$ cat src/sie_consts.vh
// register map, field positions and reset values of the serial event block
`ifndef SIE_CONSTS_VH
`define SIE_CONSTS_VH
// register indices; byte address is four times the index
`define SIE_IDX_CTRL 16'hFFF0
`define SIE_IDX_STAT 16'hFFF1
`define SIE_IDX_CLKC 16'hFFF2
`define SIE_IDX_DATA 16'hFFF4
`define SIE_IDX_IRQ_STS 16'hFFF8
`define SIE_IDX_IRQ_CLR 16'hFFF9
`define SIE_IDX_IRQ_EN 16'hFFFA
// serial_control fields
`define SIE_CTRL_WDS_LO 0
`define SIE_CTRL_WDS_HI 2
`define SIE_CTRL_RE 8
`define SIE_CTRL_TE 9
`define SIE_CTRL_IDLE_LINE_IRQ_ENABLE 10
`define SIE_CTRL_RIE 11
`define SIE_CTRL_TIE 12
`define SIE_CTRL_BAUD_TIMER_IRQ_ENABLE 13
`define SIE_CTRL_CLOCK_POLARITY_SELECT 15
`define SIE_CTRL_RST 24'h000000
// serial_clock_control fields
`define SIE_CLKC_CD_LO 0
`define SIE_CLKC_CD_HI 11
`define SIE_CLKC_SCP 13
`define SIE_CLKC_TCM 14
`define SIE_CLKC_RCM 15
`define SIE_CLKC_RST 24'h000000
// serial_status fields
`define SIE_STAT_TX_HOLDING_EMPTY_FLAG 1
`define SIE_STAT_RX_HOLDING_FULL_FLAG 2
`define SIE_STAT_IDLE 3
`define SIE_STAT_OR 4
`define SIE_STAT_PE 5
`define SIE_STAT_FE 6
// event bits of the interrupt status, clear and enable registers
`define SIE_EV_RX 0
`define SIE_EV_RXERR 1
`define SIE_EV_TX 2
`define SIE_EV_IDLE 3
`define SIE_EV_TMR 4
`define SIE_IRQ_RST 5'h00
// counts
`define SIE_IDLE_ONES 4'hA
`define SIE_PRESCALE_BASE 6'h04
`define SIE_PRESCALE_SLOW 6'h20
`endif

$ cat src/sie_edge_sync.v
// two-flop synchroniser with edge detection on the synchronised level
`timescale 1ns/1ps
module sie_edge_sync (
  input wire ref_clk, // system clock
  input wire rst_b, // synchronous reset, active low
  input wire async_in, // level from outside the clock domain
  output wire level, // synchronised level
  output wire rise, // one-cycle pulse on a rising edge
  output wire fall // one-cycle pulse on a falling edge
);
  reg meta_ff;
  reg sync_ff;
  reg prev_ff;

  always @(posedge ref_clk) begin
    if (!rst_b) begin
      meta_ff <= 1'b0;
      sync_ff <= 1'b0;
      prev_ff <= 1'b0;
    end else begin
      meta_ff <= async_in;
      sync_ff <= meta_ff;
      prev_ff <= sync_ff;
    end
  end

  assign level = sync_ff;
  assign rise = sync_ff & ~prev_ff;
  assign fall = ~sync_ff & prev_ff;
endmodule

$ cat src/sie_baud_timer.v
// baud rate counter: prescaler and 12-bit down counter with underflow pulse
`timescale 1ns/1ps
`include "sie_consts.vh"
module sie_baud_timer (
  input wire ref_clk, // system clock
  input wire rst_b, // synchronous reset, active low
  input wire [11:0] divider, // reload value of the down counter
  input wire slow, // extra divide by eight when set
  output reg underflow_ff // one-cycle pulse per underflow
);
  reg [5:0] pre_ff;
  reg [11:0] cnt_ff;
  wire [5:0] pre_top;
  wire pre_tick;

  // half a bit lasts 4 * (7*slow + 1) * (divider + 1) clocks
  assign pre_top = slow ? `SIE_PRESCALE_SLOW - 6'h01 : `SIE_PRESCALE_BASE - 6'h01;
  assign pre_tick = (pre_ff >= pre_top);

  always @(posedge ref_clk) begin
    if (!rst_b) begin
      pre_ff <= 6'h00;
      cnt_ff <= 12'h000;
      underflow_ff <= 1'b0;
    end else begin
      underflow_ff <= 1'b0;
      if (pre_tick) begin
        pre_ff <= 6'h00;
        if (cnt_ff == 12'h000) begin
          cnt_ff <= divider;
          underflow_ff <= 1'b1;
        end else begin
          cnt_ff <= cnt_ff - 12'h001;
        end
      end else begin
        pre_ff <= pre_ff + 6'h01;
      end
    end
  end
endmodule

$ cat src/sie_core.v
// serial interface: synchronous slave shift path, flags, events and bus slave
//
// Added by the designer: register access over Avalon-MM.
`timescale 1ns/1ps
`include "sie_consts.vh"
module sie_core (
  input wire ref_clk, // system clock, 125 MHz
  input wire rst_b, // synchronous reset, active low
  input wire [17:0] avs_address, // byte address
  input wire avs_read, // read request
  input wire avs_write, // write request
  input wire [31:0] avs_writedata, // write data
  output reg [31:0] avs_readdata, // read data
  output wire avs_waitrequest, // stall
  input wire receive_bit_clock, // receive clock pin from the master
  input wire transmit_bit_clock, // transmit clock pin from the master
  input wire rxd, // serial data in
  output reg txd_ff, // serial data out
  input wire [4:0] irq_accept, // one-cycle accept per event source
  output wire irq // level interrupt
);
  reg [23:0] ctrl_ff;
  reg [23:0] clkc_ff;
  reg [7:0] tx_hold_ff;
  reg [7:0] rx_hold_ff;
  reg rx_holding_full_flag_ff;
  reg ovr_ff;
  reg tx_holding_empty_flag_ff;
  reg idle_ff;
  reg arm_ff;
  reg [4:0] irq_sts_ff;
  reg [4:0] irq_en_ff;
  reg [7:0] rx_sh_ff;
  reg [2:0] rx_cnt_ff;
  reg [3:0] ones_ff;
  reg [7:0] tx_word_ff;
  reg [7:0] tx_next_ff;
  reg [2:0] tx_cnt_ff;
  reg tx_run_ff;
  reg took_ff;
  reg int_clk_ff;
  reg rd_done_ff;
  reg [1:0] settle_ff;
  reg [31:0] nxt_readdata;
  reg [4:0] nxt_irq_sts;
  reg [4:0] ev;
  wire rxd_s;
  wire rxc_rise;
  wire rxc_fall;
  wire txc_rise;
  wire txc_fall;
  wire uf;
  wire int_rise;
  wire int_fall;
  wire shift_mode;
  wire clock_polarity_select;
  wire rx_smp;
  wire tx_drv;
  wire tx_mid;
  wire [7:0] rx_word;
  wire [15:0] idx;
  wire aligned;
  wire wr;
  wire rd;
  wire rd_stat;
  wire rd_data;
  wire wr_data;
  wire [4:0] gate;
  wire pins_ok;

  sie_edge_sync u_rxd (
    .ref_clk(ref_clk),
    .rst_b(rst_b),
    .async_in(rxd),
    .level(rxd_s),
    .rise(),
    .fall()
  );

  sie_edge_sync u_rxc (
    .ref_clk(ref_clk),
    .rst_b(rst_b),
    .async_in(receive_bit_clock),
    .level(),
    .rise(rxc_rise),
    .fall(rxc_fall)
  );

  sie_edge_sync u_txc (
    .ref_clk(ref_clk),
    .rst_b(rst_b),
    .async_in(transmit_bit_clock),
    .level(),
    .rise(txc_rise),
    .fall(txc_fall)
  );

  sie_baud_timer u_baud (
    .ref_clk(ref_clk),
    .rst_b(rst_b),
    .divider(clkc_ff[`SIE_CLKC_CD_HI:`SIE_CLKC_CD_LO]),
    .slow(clkc_ff[`SIE_CLKC_SCP]),
    .underflow_ff(uf)
  );

  // bus decode: registers take aligned words at four times their index
  assign idx = avs_address[17:2];
  assign aligned = (avs_address[1:0] == 2'b00);
  assign wr = avs_write & aligned;
  // reads complete one cycle after they are presented
  assign rd = avs_read & rd_done_ff & aligned;
  assign avs_waitrequest = avs_read & ~rd_done_ff;
  assign rd_stat = rd & (idx == `SIE_IDX_STAT);
  assign rd_data = rd & (idx == `SIE_IDX_DATA);
  assign wr_data = wr & (idx == `SIE_IDX_DATA);

  // internal bit clock: toggles on every baud underflow
  assign int_rise = uf & ~int_clk_ff;
  assign int_fall = uf & int_clk_ff;

  // synchronisers leave reset at zero, so a clock pin idling high would show a
  // false rise just after reset; pin edges count only once the flops have filled
  assign pins_ok = (settle_ff == 2'h3);
  assign shift_mode = (ctrl_ff[`SIE_CTRL_WDS_HI:`SIE_CTRL_WDS_LO] == 3'b000);
  assign clock_polarity_select = ctrl_ff[`SIE_CTRL_CLOCK_POLARITY_SELECT];
  // receive samples on the edge opposite the one transmit drives on; no edges means no shifting
  assign rx_smp = shift_mode & ctrl_ff[`SIE_CTRL_RE] &
    (clkc_ff[`SIE_CLKC_RCM] ? (pins_ok & (clock_polarity_select ? rxc_fall : rxc_rise))
                            : (clock_polarity_select ? int_fall : int_rise));
  assign tx_drv = shift_mode &
    (clkc_ff[`SIE_CLKC_TCM] ? (pins_ok & (clock_polarity_select ? txc_rise : txc_fall))
                            : (clock_polarity_select ? int_rise : int_fall));
  assign tx_mid = shift_mode &
    (clkc_ff[`SIE_CLKC_TCM] ? (pins_ok & (clock_polarity_select ? txc_fall : txc_rise))
                            : (clock_polarity_select ? int_fall : int_rise));
  assign rx_word = {rxd_s, rx_sh_ff[7:1]};

  // control enables gate the pending events onto the interrupt line
  assign gate = {ctrl_ff[`SIE_CTRL_BAUD_TIMER_IRQ_ENABLE], ctrl_ff[`SIE_CTRL_IDLE_LINE_IRQ_ENABLE], ctrl_ff[`SIE_CTRL_TIE],
                 ctrl_ff[`SIE_CTRL_RIE], ctrl_ff[`SIE_CTRL_RIE]};
  assign irq = |(irq_sts_ff & irq_en_ff & gate);

  // event pulses from the shift paths and the baud counter
  always @* begin
    ev = 5'h00;
    if (rx_smp && rx_cnt_ff == 3'h7) begin
      ev[`SIE_EV_RX] = ~rx_holding_full_flag_ff;
      ev[`SIE_EV_RXERR] = rx_holding_full_flag_ff;
    end
    ev[`SIE_EV_TX] = tx_mid & tx_run_ff & took_ff & (tx_cnt_ff == 3'h1);
    ev[`SIE_EV_IDLE] = rx_smp & rxd_s & (ones_ff == `SIE_IDLE_ONES - 4'h1);
    ev[`SIE_EV_TMR] = uf;
  end

  // sticky event bits: a new event wins over a clear in the same cycle
  always @* begin
    nxt_irq_sts = irq_sts_ff & ~irq_accept;
    if (wr && idx == `SIE_IDX_IRQ_CLR) begin
      nxt_irq_sts = nxt_irq_sts & ~avs_writedata[4:0];
    end
    nxt_irq_sts = nxt_irq_sts | ev;
  end

  always @* begin
    nxt_readdata = 32'h00000000;
    case (idx)
      `SIE_IDX_CTRL: nxt_readdata = {8'h00, ctrl_ff};
      `SIE_IDX_STAT: begin
        nxt_readdata[`SIE_STAT_TX_HOLDING_EMPTY_FLAG] = tx_holding_empty_flag_ff;
        nxt_readdata[`SIE_STAT_RX_HOLDING_FULL_FLAG] = rx_holding_full_flag_ff;
        nxt_readdata[`SIE_STAT_IDLE] = idle_ff;
        nxt_readdata[`SIE_STAT_OR] = ovr_ff;
        // no start or stop bits in shift mode, so parity and framing cannot fail
        nxt_readdata[`SIE_STAT_PE] = 1'b0;
        nxt_readdata[`SIE_STAT_FE] = 1'b0;
      end
      `SIE_IDX_CLKC: nxt_readdata = {8'h00, clkc_ff};
      `SIE_IDX_DATA: nxt_readdata = {24'h000000, rx_hold_ff};
      `SIE_IDX_IRQ_STS: nxt_readdata = {27'h0000000, irq_sts_ff};
      `SIE_IDX_IRQ_EN: nxt_readdata = {27'h0000000, irq_en_ff};
      default: nxt_readdata = 32'h00000000;
    endcase
    if (!aligned) begin
      nxt_readdata = 32'h00000000;
    end
  end

  // bus side registers
  always @(posedge ref_clk) begin
    if (!rst_b) begin
      ctrl_ff <= `SIE_CTRL_RST;
      clkc_ff <= `SIE_CLKC_RST;
      irq_en_ff <= `SIE_IRQ_RST;
      irq_sts_ff <= `SIE_IRQ_RST;
      avs_readdata <= 32'h00000000;
      rd_done_ff <= 1'b0;
      int_clk_ff <= 1'b0;
      settle_ff <= 2'h0;
    end else begin
      rd_done_ff <= avs_read & ~rd_done_ff;
      if (!pins_ok) begin
        settle_ff <= settle_ff + 2'h1;
      end
      if (avs_read && !rd_done_ff) begin
        avs_readdata <= nxt_readdata;
      end
      irq_sts_ff <= nxt_irq_sts;
      if (uf) begin
        int_clk_ff <= ~int_clk_ff;
      end
      if (wr && idx == `SIE_IDX_CTRL) begin
        ctrl_ff <= avs_writedata[23:0];
      end
      if (wr && idx == `SIE_IDX_CLKC) begin
        clkc_ff <= avs_writedata[23:0];
      end
      if (wr && idx == `SIE_IDX_IRQ_EN) begin
        irq_en_ff <= avs_writedata[4:0];
      end
    end
  end

  // receiver: free-running bit count, since no frame marks word starts
  always @(posedge ref_clk) begin
    if (!rst_b) begin
      rx_sh_ff <= 8'h00;
      rx_cnt_ff <= 3'h0;
      rx_hold_ff <= 8'h00;
      rx_holding_full_flag_ff <= 1'b0;
      ovr_ff <= 1'b0;
      arm_ff <= 1'b0;
      ones_ff <= 4'h0;
      idle_ff <= 1'b0;
    end else begin
      if (!ctrl_ff[`SIE_CTRL_RE]) begin
        rx_cnt_ff <= 3'h0;
      end else if (rx_smp) begin
        rx_sh_ff <= rx_word;
        rx_cnt_ff <= rx_cnt_ff + 3'h1;
      end
      if (rx_smp) begin
        if (!rxd_s) begin
          ones_ff <= 4'h0;
          idle_ff <= 1'b0;
        end else if (ones_ff != `SIE_IDLE_ONES) begin
          ones_ff <= ones_ff + 4'h1;
          if (ones_ff == `SIE_IDLE_ONES - 4'h1) begin
            idle_ff <= 1'b1;
          end
        end
      end
      // only a status read that saw the error arms its clear
      if (rd_stat) begin
        arm_ff <= ovr_ff;
      end else if (rd_data) begin
        arm_ff <= 1'b0;
      end
      // the unread word is kept; the late one is dropped and flagged
      if (rd_data) begin
        rx_holding_full_flag_ff <= 1'b0;
        if (arm_ff) begin
          ovr_ff <= 1'b0;
        end
      end
      if (ev[`SIE_EV_RX]) begin
        rx_hold_ff <= rx_word;
        rx_holding_full_flag_ff <= 1'b1;
      end
      if (ev[`SIE_EV_RXERR]) begin
        ovr_ff <= 1'b1;
        rx_holding_full_flag_ff <= 1'b1;
      end
    end
  end

  // transmitter: words follow back to back while the bit clock runs
  always @(posedge ref_clk) begin
    if (!rst_b) begin
      tx_hold_ff <= 8'h00;
      tx_holding_empty_flag_ff <= 1'b1;
      tx_word_ff <= 8'h00;
      tx_next_ff <= 8'h00;
      tx_cnt_ff <= 3'h0;
      tx_run_ff <= 1'b0;
      took_ff <= 1'b0;
      txd_ff <= 1'b1;
    end else begin
      if (wr_data) begin
        tx_hold_ff <= avs_writedata[7:0];
        tx_holding_empty_flag_ff <= 1'b0;
      end
      if (ev[`SIE_EV_TX]) begin
        tx_holding_empty_flag_ff <= 1'b1;
        took_ff <= 1'b0;
      end
      if (!ctrl_ff[`SIE_CTRL_TE]) begin
        tx_run_ff <= 1'b0;
        tx_cnt_ff <= 3'h0;
        txd_ff <= 1'b1;
      end else if (tx_drv) begin
        if (!tx_run_ff) begin
          if (!tx_holding_empty_flag_ff) begin
            tx_word_ff <= tx_hold_ff;
            txd_ff <= tx_hold_ff[0];
            tx_cnt_ff <= 3'h0;
            tx_run_ff <= 1'b1;
            took_ff <= 1'b1;
          end
        end else if (tx_cnt_ff == 3'h7) begin
          tx_word_ff <= tx_next_ff;
          txd_ff <= tx_next_ff[0];
          tx_cnt_ff <= 3'h0;
        end else begin
          txd_ff <= tx_word_ff[tx_cnt_ff + 3'h1];
          tx_cnt_ff <= tx_cnt_ff + 3'h1;
        end
      end else if (tx_mid && tx_run_ff && tx_cnt_ff == 3'h6) begin
        // last chance for a new word; otherwise the current one repeats
        if (!tx_holding_empty_flag_ff) begin
          tx_next_ff <= tx_hold_ff;
          took_ff <= 1'b1;
        end else begin
          tx_next_ff <= tx_word_ff;
        end
      end
    end
  end
endmodule

$ cat config.mk
export PLATFORM = sky130hd
export DESIGN_NAME = sie_core
export DESIGN_NICKNAME = d
export VERILOG_FILES = /design/src/sie_edge_sync.v /design/src/sie_baud_timer.v /design/src/sie_core.v
export VERILOG_INCLUDE_DIRS = /design/src
export SDC_FILE = /design/constraint.sdc
export NUM_CORES = 1
export LEC_CHECK = 0
export ABC_CLOCK_PERIOD_IN_PS = 2300
export BUFFER_PORTS_ARGS = -buffer_cell sky130_fd_sc_hd__buf_2
export CORE_ASPECT_RATIO = 1.2
export CORE_MARGIN = 2
export CORE_UTILIZATION = 50
export CTS_CLUSTER_SIZE = 12
export DETAILED_ROUTE_END_ITERATION = 10
export GPL_TIMING_DRIVEN = 0
export PLACE_DENSITY_LB_ADDON = 0.12
export SYNTH_ARGS = -nofsm -noshare
export SYNTH_HDL_FRONTEND = slang
export SYNTH_SLANG_ARGS = --single-unit
$ cat constraint.sdc
create_clock -name ref_clk -period 2.3 [get_ports ref_clk]
set_input_delay 0.23 -clock ref_clk [delete_from_list [all_inputs] [get_ports ref_clk]]
set_output_delay 0.23 -clock ref_clk [all_outputs]
set_load 0.1 [all_outputs]
==> flow_metrics.tcl <==
set metrics [dict create \
    ir_drop_v 0.000501 \
    path_cells "nor4b_2, and2_1, and3_1, clkbuf_1, buf_2, a22oi_1, nand2_1" \
    post_drt_wl_per_cell_um 17.4 \
    ff2ff_path_depth 7 \
    root_buffer "clkbuf_16" \
    layout-drive-gt1-share 0.143 \
    endpoint_kind "flop" \
    synth-seq-cells 170 \
    fin_skew_ns 0.00663 \
    ys.flop_type "dfxtp_1" \
    maxCapViolCount 0 \
    postLayoutSetupSlackWorst_ns 0.148 \
    cts.sinks 170 \
    vias 6948 \
    hold_violations 0 \
    antenna_found_initial 0 \
    drt_pass1_iterations 7 \
    coreArea_um2 14900 \
    port_buffers 78 \
    grt_pass1_vias 6430 \
    leakage_nw 3.56 \
    antenna_cells 0 \
    final_util 0.599 \
    synth_area_um2 7590 \
    status "finished, final reports clean" \
    critical-path-max-stage-delay_ns 0.41 \
    finalSetupTns_ns 0 \
    die_h_um 139 \
    insertion_delay_ns 0.43 \
    yosysWarnings 0 \
    gr-total-overflow 0 \
    worstPathRequired_ns 2.68 \
    hold_depth 3 \
    startpoint_type "flop" \
    met1Wirelength_um 9180 \
    rows 49 \
    drt-initial-drc-count 548 \
    grt_start_max_net_pins 17 \
    fin_crit_ns 2.15 \
    powerDensity_nw_per_um2 867 \
    gp_congestion 0.936 \
    synth_most_common_cell "nand2_1" \
    worst_slew_pin_slew_ns 0.742 \
    grt_first_pass_wirelength_um 33600 \
    worst-path-stages 7 \
    synthCells 904 \
    cp_top_family "simple AND/OR/NAND/NOR gates" \
    fmax_mhz 465 \
    synth_top_area_cell "dfxtp_1" \
    ios 97 \
    async_flop_share 0 \
    synth_edf_count 0 \
    crit_type "reg -> reg" \
    fillers 1404 \
    initial_core_util 0.510 \
    synth.avg_cell_area_um2 8.40 \
    arrival_ns 2.53 \
    rrSetupSlack_ns 0.15 \
    dr_wl_met3_um 1190 \
    cp-startpoint "rd_done_ff" \
    design.die.area_um2 16200 \
    synthDominantCellAreaShare 0.448 \
    critPathBufInv 2 \
    cts_max_path_buffers 2 \
    netlist_top_cells_area "dfxtp_1, nand2_1, mux2i_1" \
    finalCritPeriodShare 0.936 \
    worstReg2RegStart "rd_done_ff" \
    wl_met2_um 10100 \
    rsz0062_at_grt "false" \
    synth_cell_type_count 65 \
    slowest_stage "nor4b_2" \
    hold_path_class "in -> reg" \
    hpwl_um 15500 \
    clk_pin_slew_ns 0.07 \
    relSlewSlack 0.506 \
    grt.total_usage 0.270 \
    maxSlewViolCount 0 \
    dp_slack_ns -0.0602 \
    setup_violations 0 \
    cp-endpoint "avs_readdata[14]" \
    ys_seq_area_frac 0.448 \
    htreeDepth 4 \
    crit_fanout 10 \
    synth_common_cells "nand2_1, dfxtp_1, a21oi_1, nor2_1, mux2i_1" \
    highest_layer "met4" \
    die_x_um 116 \
    final_nets 1089 \
    reg2reg_to "avs_readdata[14]" \
    cts_buffers 17 \
    hold_slack_ns 0.0471 \
    cts_tree "done" \
    route.detailed.drc 0 \
    antenna_left 0 \
    routed_wirelength_um 21300 \
    syn2layout_area_growth_pct 17.6 \
    viasPerCell 5.66 \
]
[cells in the final DEF (no fill, tap or decap), drive strengths merged, types with 4 or more instances in the layout]
master | Yosys | final
o211ai | 6 | 6
nand3 | 30 | 30
and3 | 8 | 8
clkbuf | 38 | 56
or3 | 5 | 5
a21o | 4 | 4
dfxtp | 170 | 170
nor2 | 55 | 55
inv | 18 | 22
and2 | 14 | 14
o21ai | 37 | 37
buf | 24 | 102
ha | 16 | 16
clkinv | 0 | 5
a21oi | 72 | 72
mux2i | 48 | 48
a211oi | 18 | 18
nand3b | 7 | 7
xnor2 | 6 | 6
a31oi | 4 | 4
a2bb2oi | 5 | 5
nor3 | 11 | 11
conb | 1 | 8
nor4 | 6 | 6
o21a | 4 | 4
nor4b | 4 | 4
nor2b | 6 | 6
a22o | 5 | 5
nand4 | 11 | 11
a22oi | 21 | 21
and3b | 5 | 5
nand2 | 201 | 201
[worst reg2reg max path, stage by stage, from the launching register on]
cell and delay (ns):
dfxtp_1 0.32, nor4b_2 0.41, and2_1 0.26, and3_1 0.17, clkbuf_1 0.39, buf_2 0.33
a22oi_1 0.14, nand2_1 0.09
[report_power, final]
| group | internal, mW | switching, mW |
|---|---|---|
| Combinational | 0.577 | 1.06 |
| Clock | 1.74 | 1.20 |
| Sequential | 3.05 | 0.107 |
[flip-flops by register name, summed over array words and instances, names as in the netlist, 2 cells and up]
name	flops
avs_readdata	24
clkc_ff	24
ctrl_ff	24
u_baud.cnt_ff	12
rx_hold_ff	8
tx_hold_ff	8
tx_next_ff	8
tx_word_ff	8
rx_sh_ff	7
u_baud.pre_ff	6
irq_en_ff	5
irq_sts_ff	5
ones_ff	4
rx_cnt_ff	3
tx_cnt_ff	3
settle_ff	2
[cell type report]
cell class | instances | area (um2) | share of cell area
flip-flops and latches | 170 | 3410 | 0.382
repair buffers | 81 | 420 | 0.0471
well taps | 204 | 255 | 0.0286
clock buffers | 18 | 439 | 0.0492
multi-input cells | 661 | 3870 | 0.434
plain buffers | 62 | 295 | 0.0331
inverters | 18 | 67.6 | 0.00757
clock inverters | 13 | 165 | 0.0185
[through the flow]
step | cell area (um2) | instances | power (mW)
3_5_place_dp | 8260 | 1193 | 4.82
3_3_place_gp | 8260 | 1193 | 4.79
6_report | 8920 | 1227 | 7.74
5_1_grt | 8920 | 1227 | 8.12
4_1_cts | 8900 | 1227 | 7.74
2_1_floorplan | 7620 | 911 | 4.40
[how the worst min path moves through the flow]
| stage | start | end | slack (ns) |
|---|---|---|---|
| finish | avs_writedata[21] | ctrl_ff[21] | 0.05 |
| CTS | avs_writedata[17] | ctrl_ff[17] | 0.04 |
| global placement | u_txc.meta_ff | u_txc.level | 0.41 |
| floorplan | receive_bit_clock | u_rxc.meta_ff | 0.36 |
| detailed placement | u_rxd.meta_ff | u_rxd.level | 0.42 |
| global route | avs_writedata[21] | clkc_ff[21] | 0.04 |
[logic make-up after synthesis]
group	after synthesis	synth area share
AO/OA/AOI/OAI	201	0.170
XOR/XNOR	9	0.0104
adder cells (fa/ha/maj)	16	0.0264
buffers and inverters	80	0.0475
flip-flops	170	0.448
multiplexers	51	0.0707
other	1	0.000494
AND/OR/NAND/NOR	376	0.227
[metal layers]
layer  track usage  vias to the layer above
li1              -                     3375
met1         0.349                     3308
met2         0.432                      210
met3        0.0481                       55
met4         0.129                        0
met5             0                        -
[repair_timing]
item / 4_1_cts / 5_1_grt
endpoints found under the hold margin: 3 / 0
gates resized for setup: 1 / 9
setup endpoints to repair: 1 / 22
hold buffers: 3 / 0
buffers inserted: 0 / 0
Power figures use the tool's default switching activity.
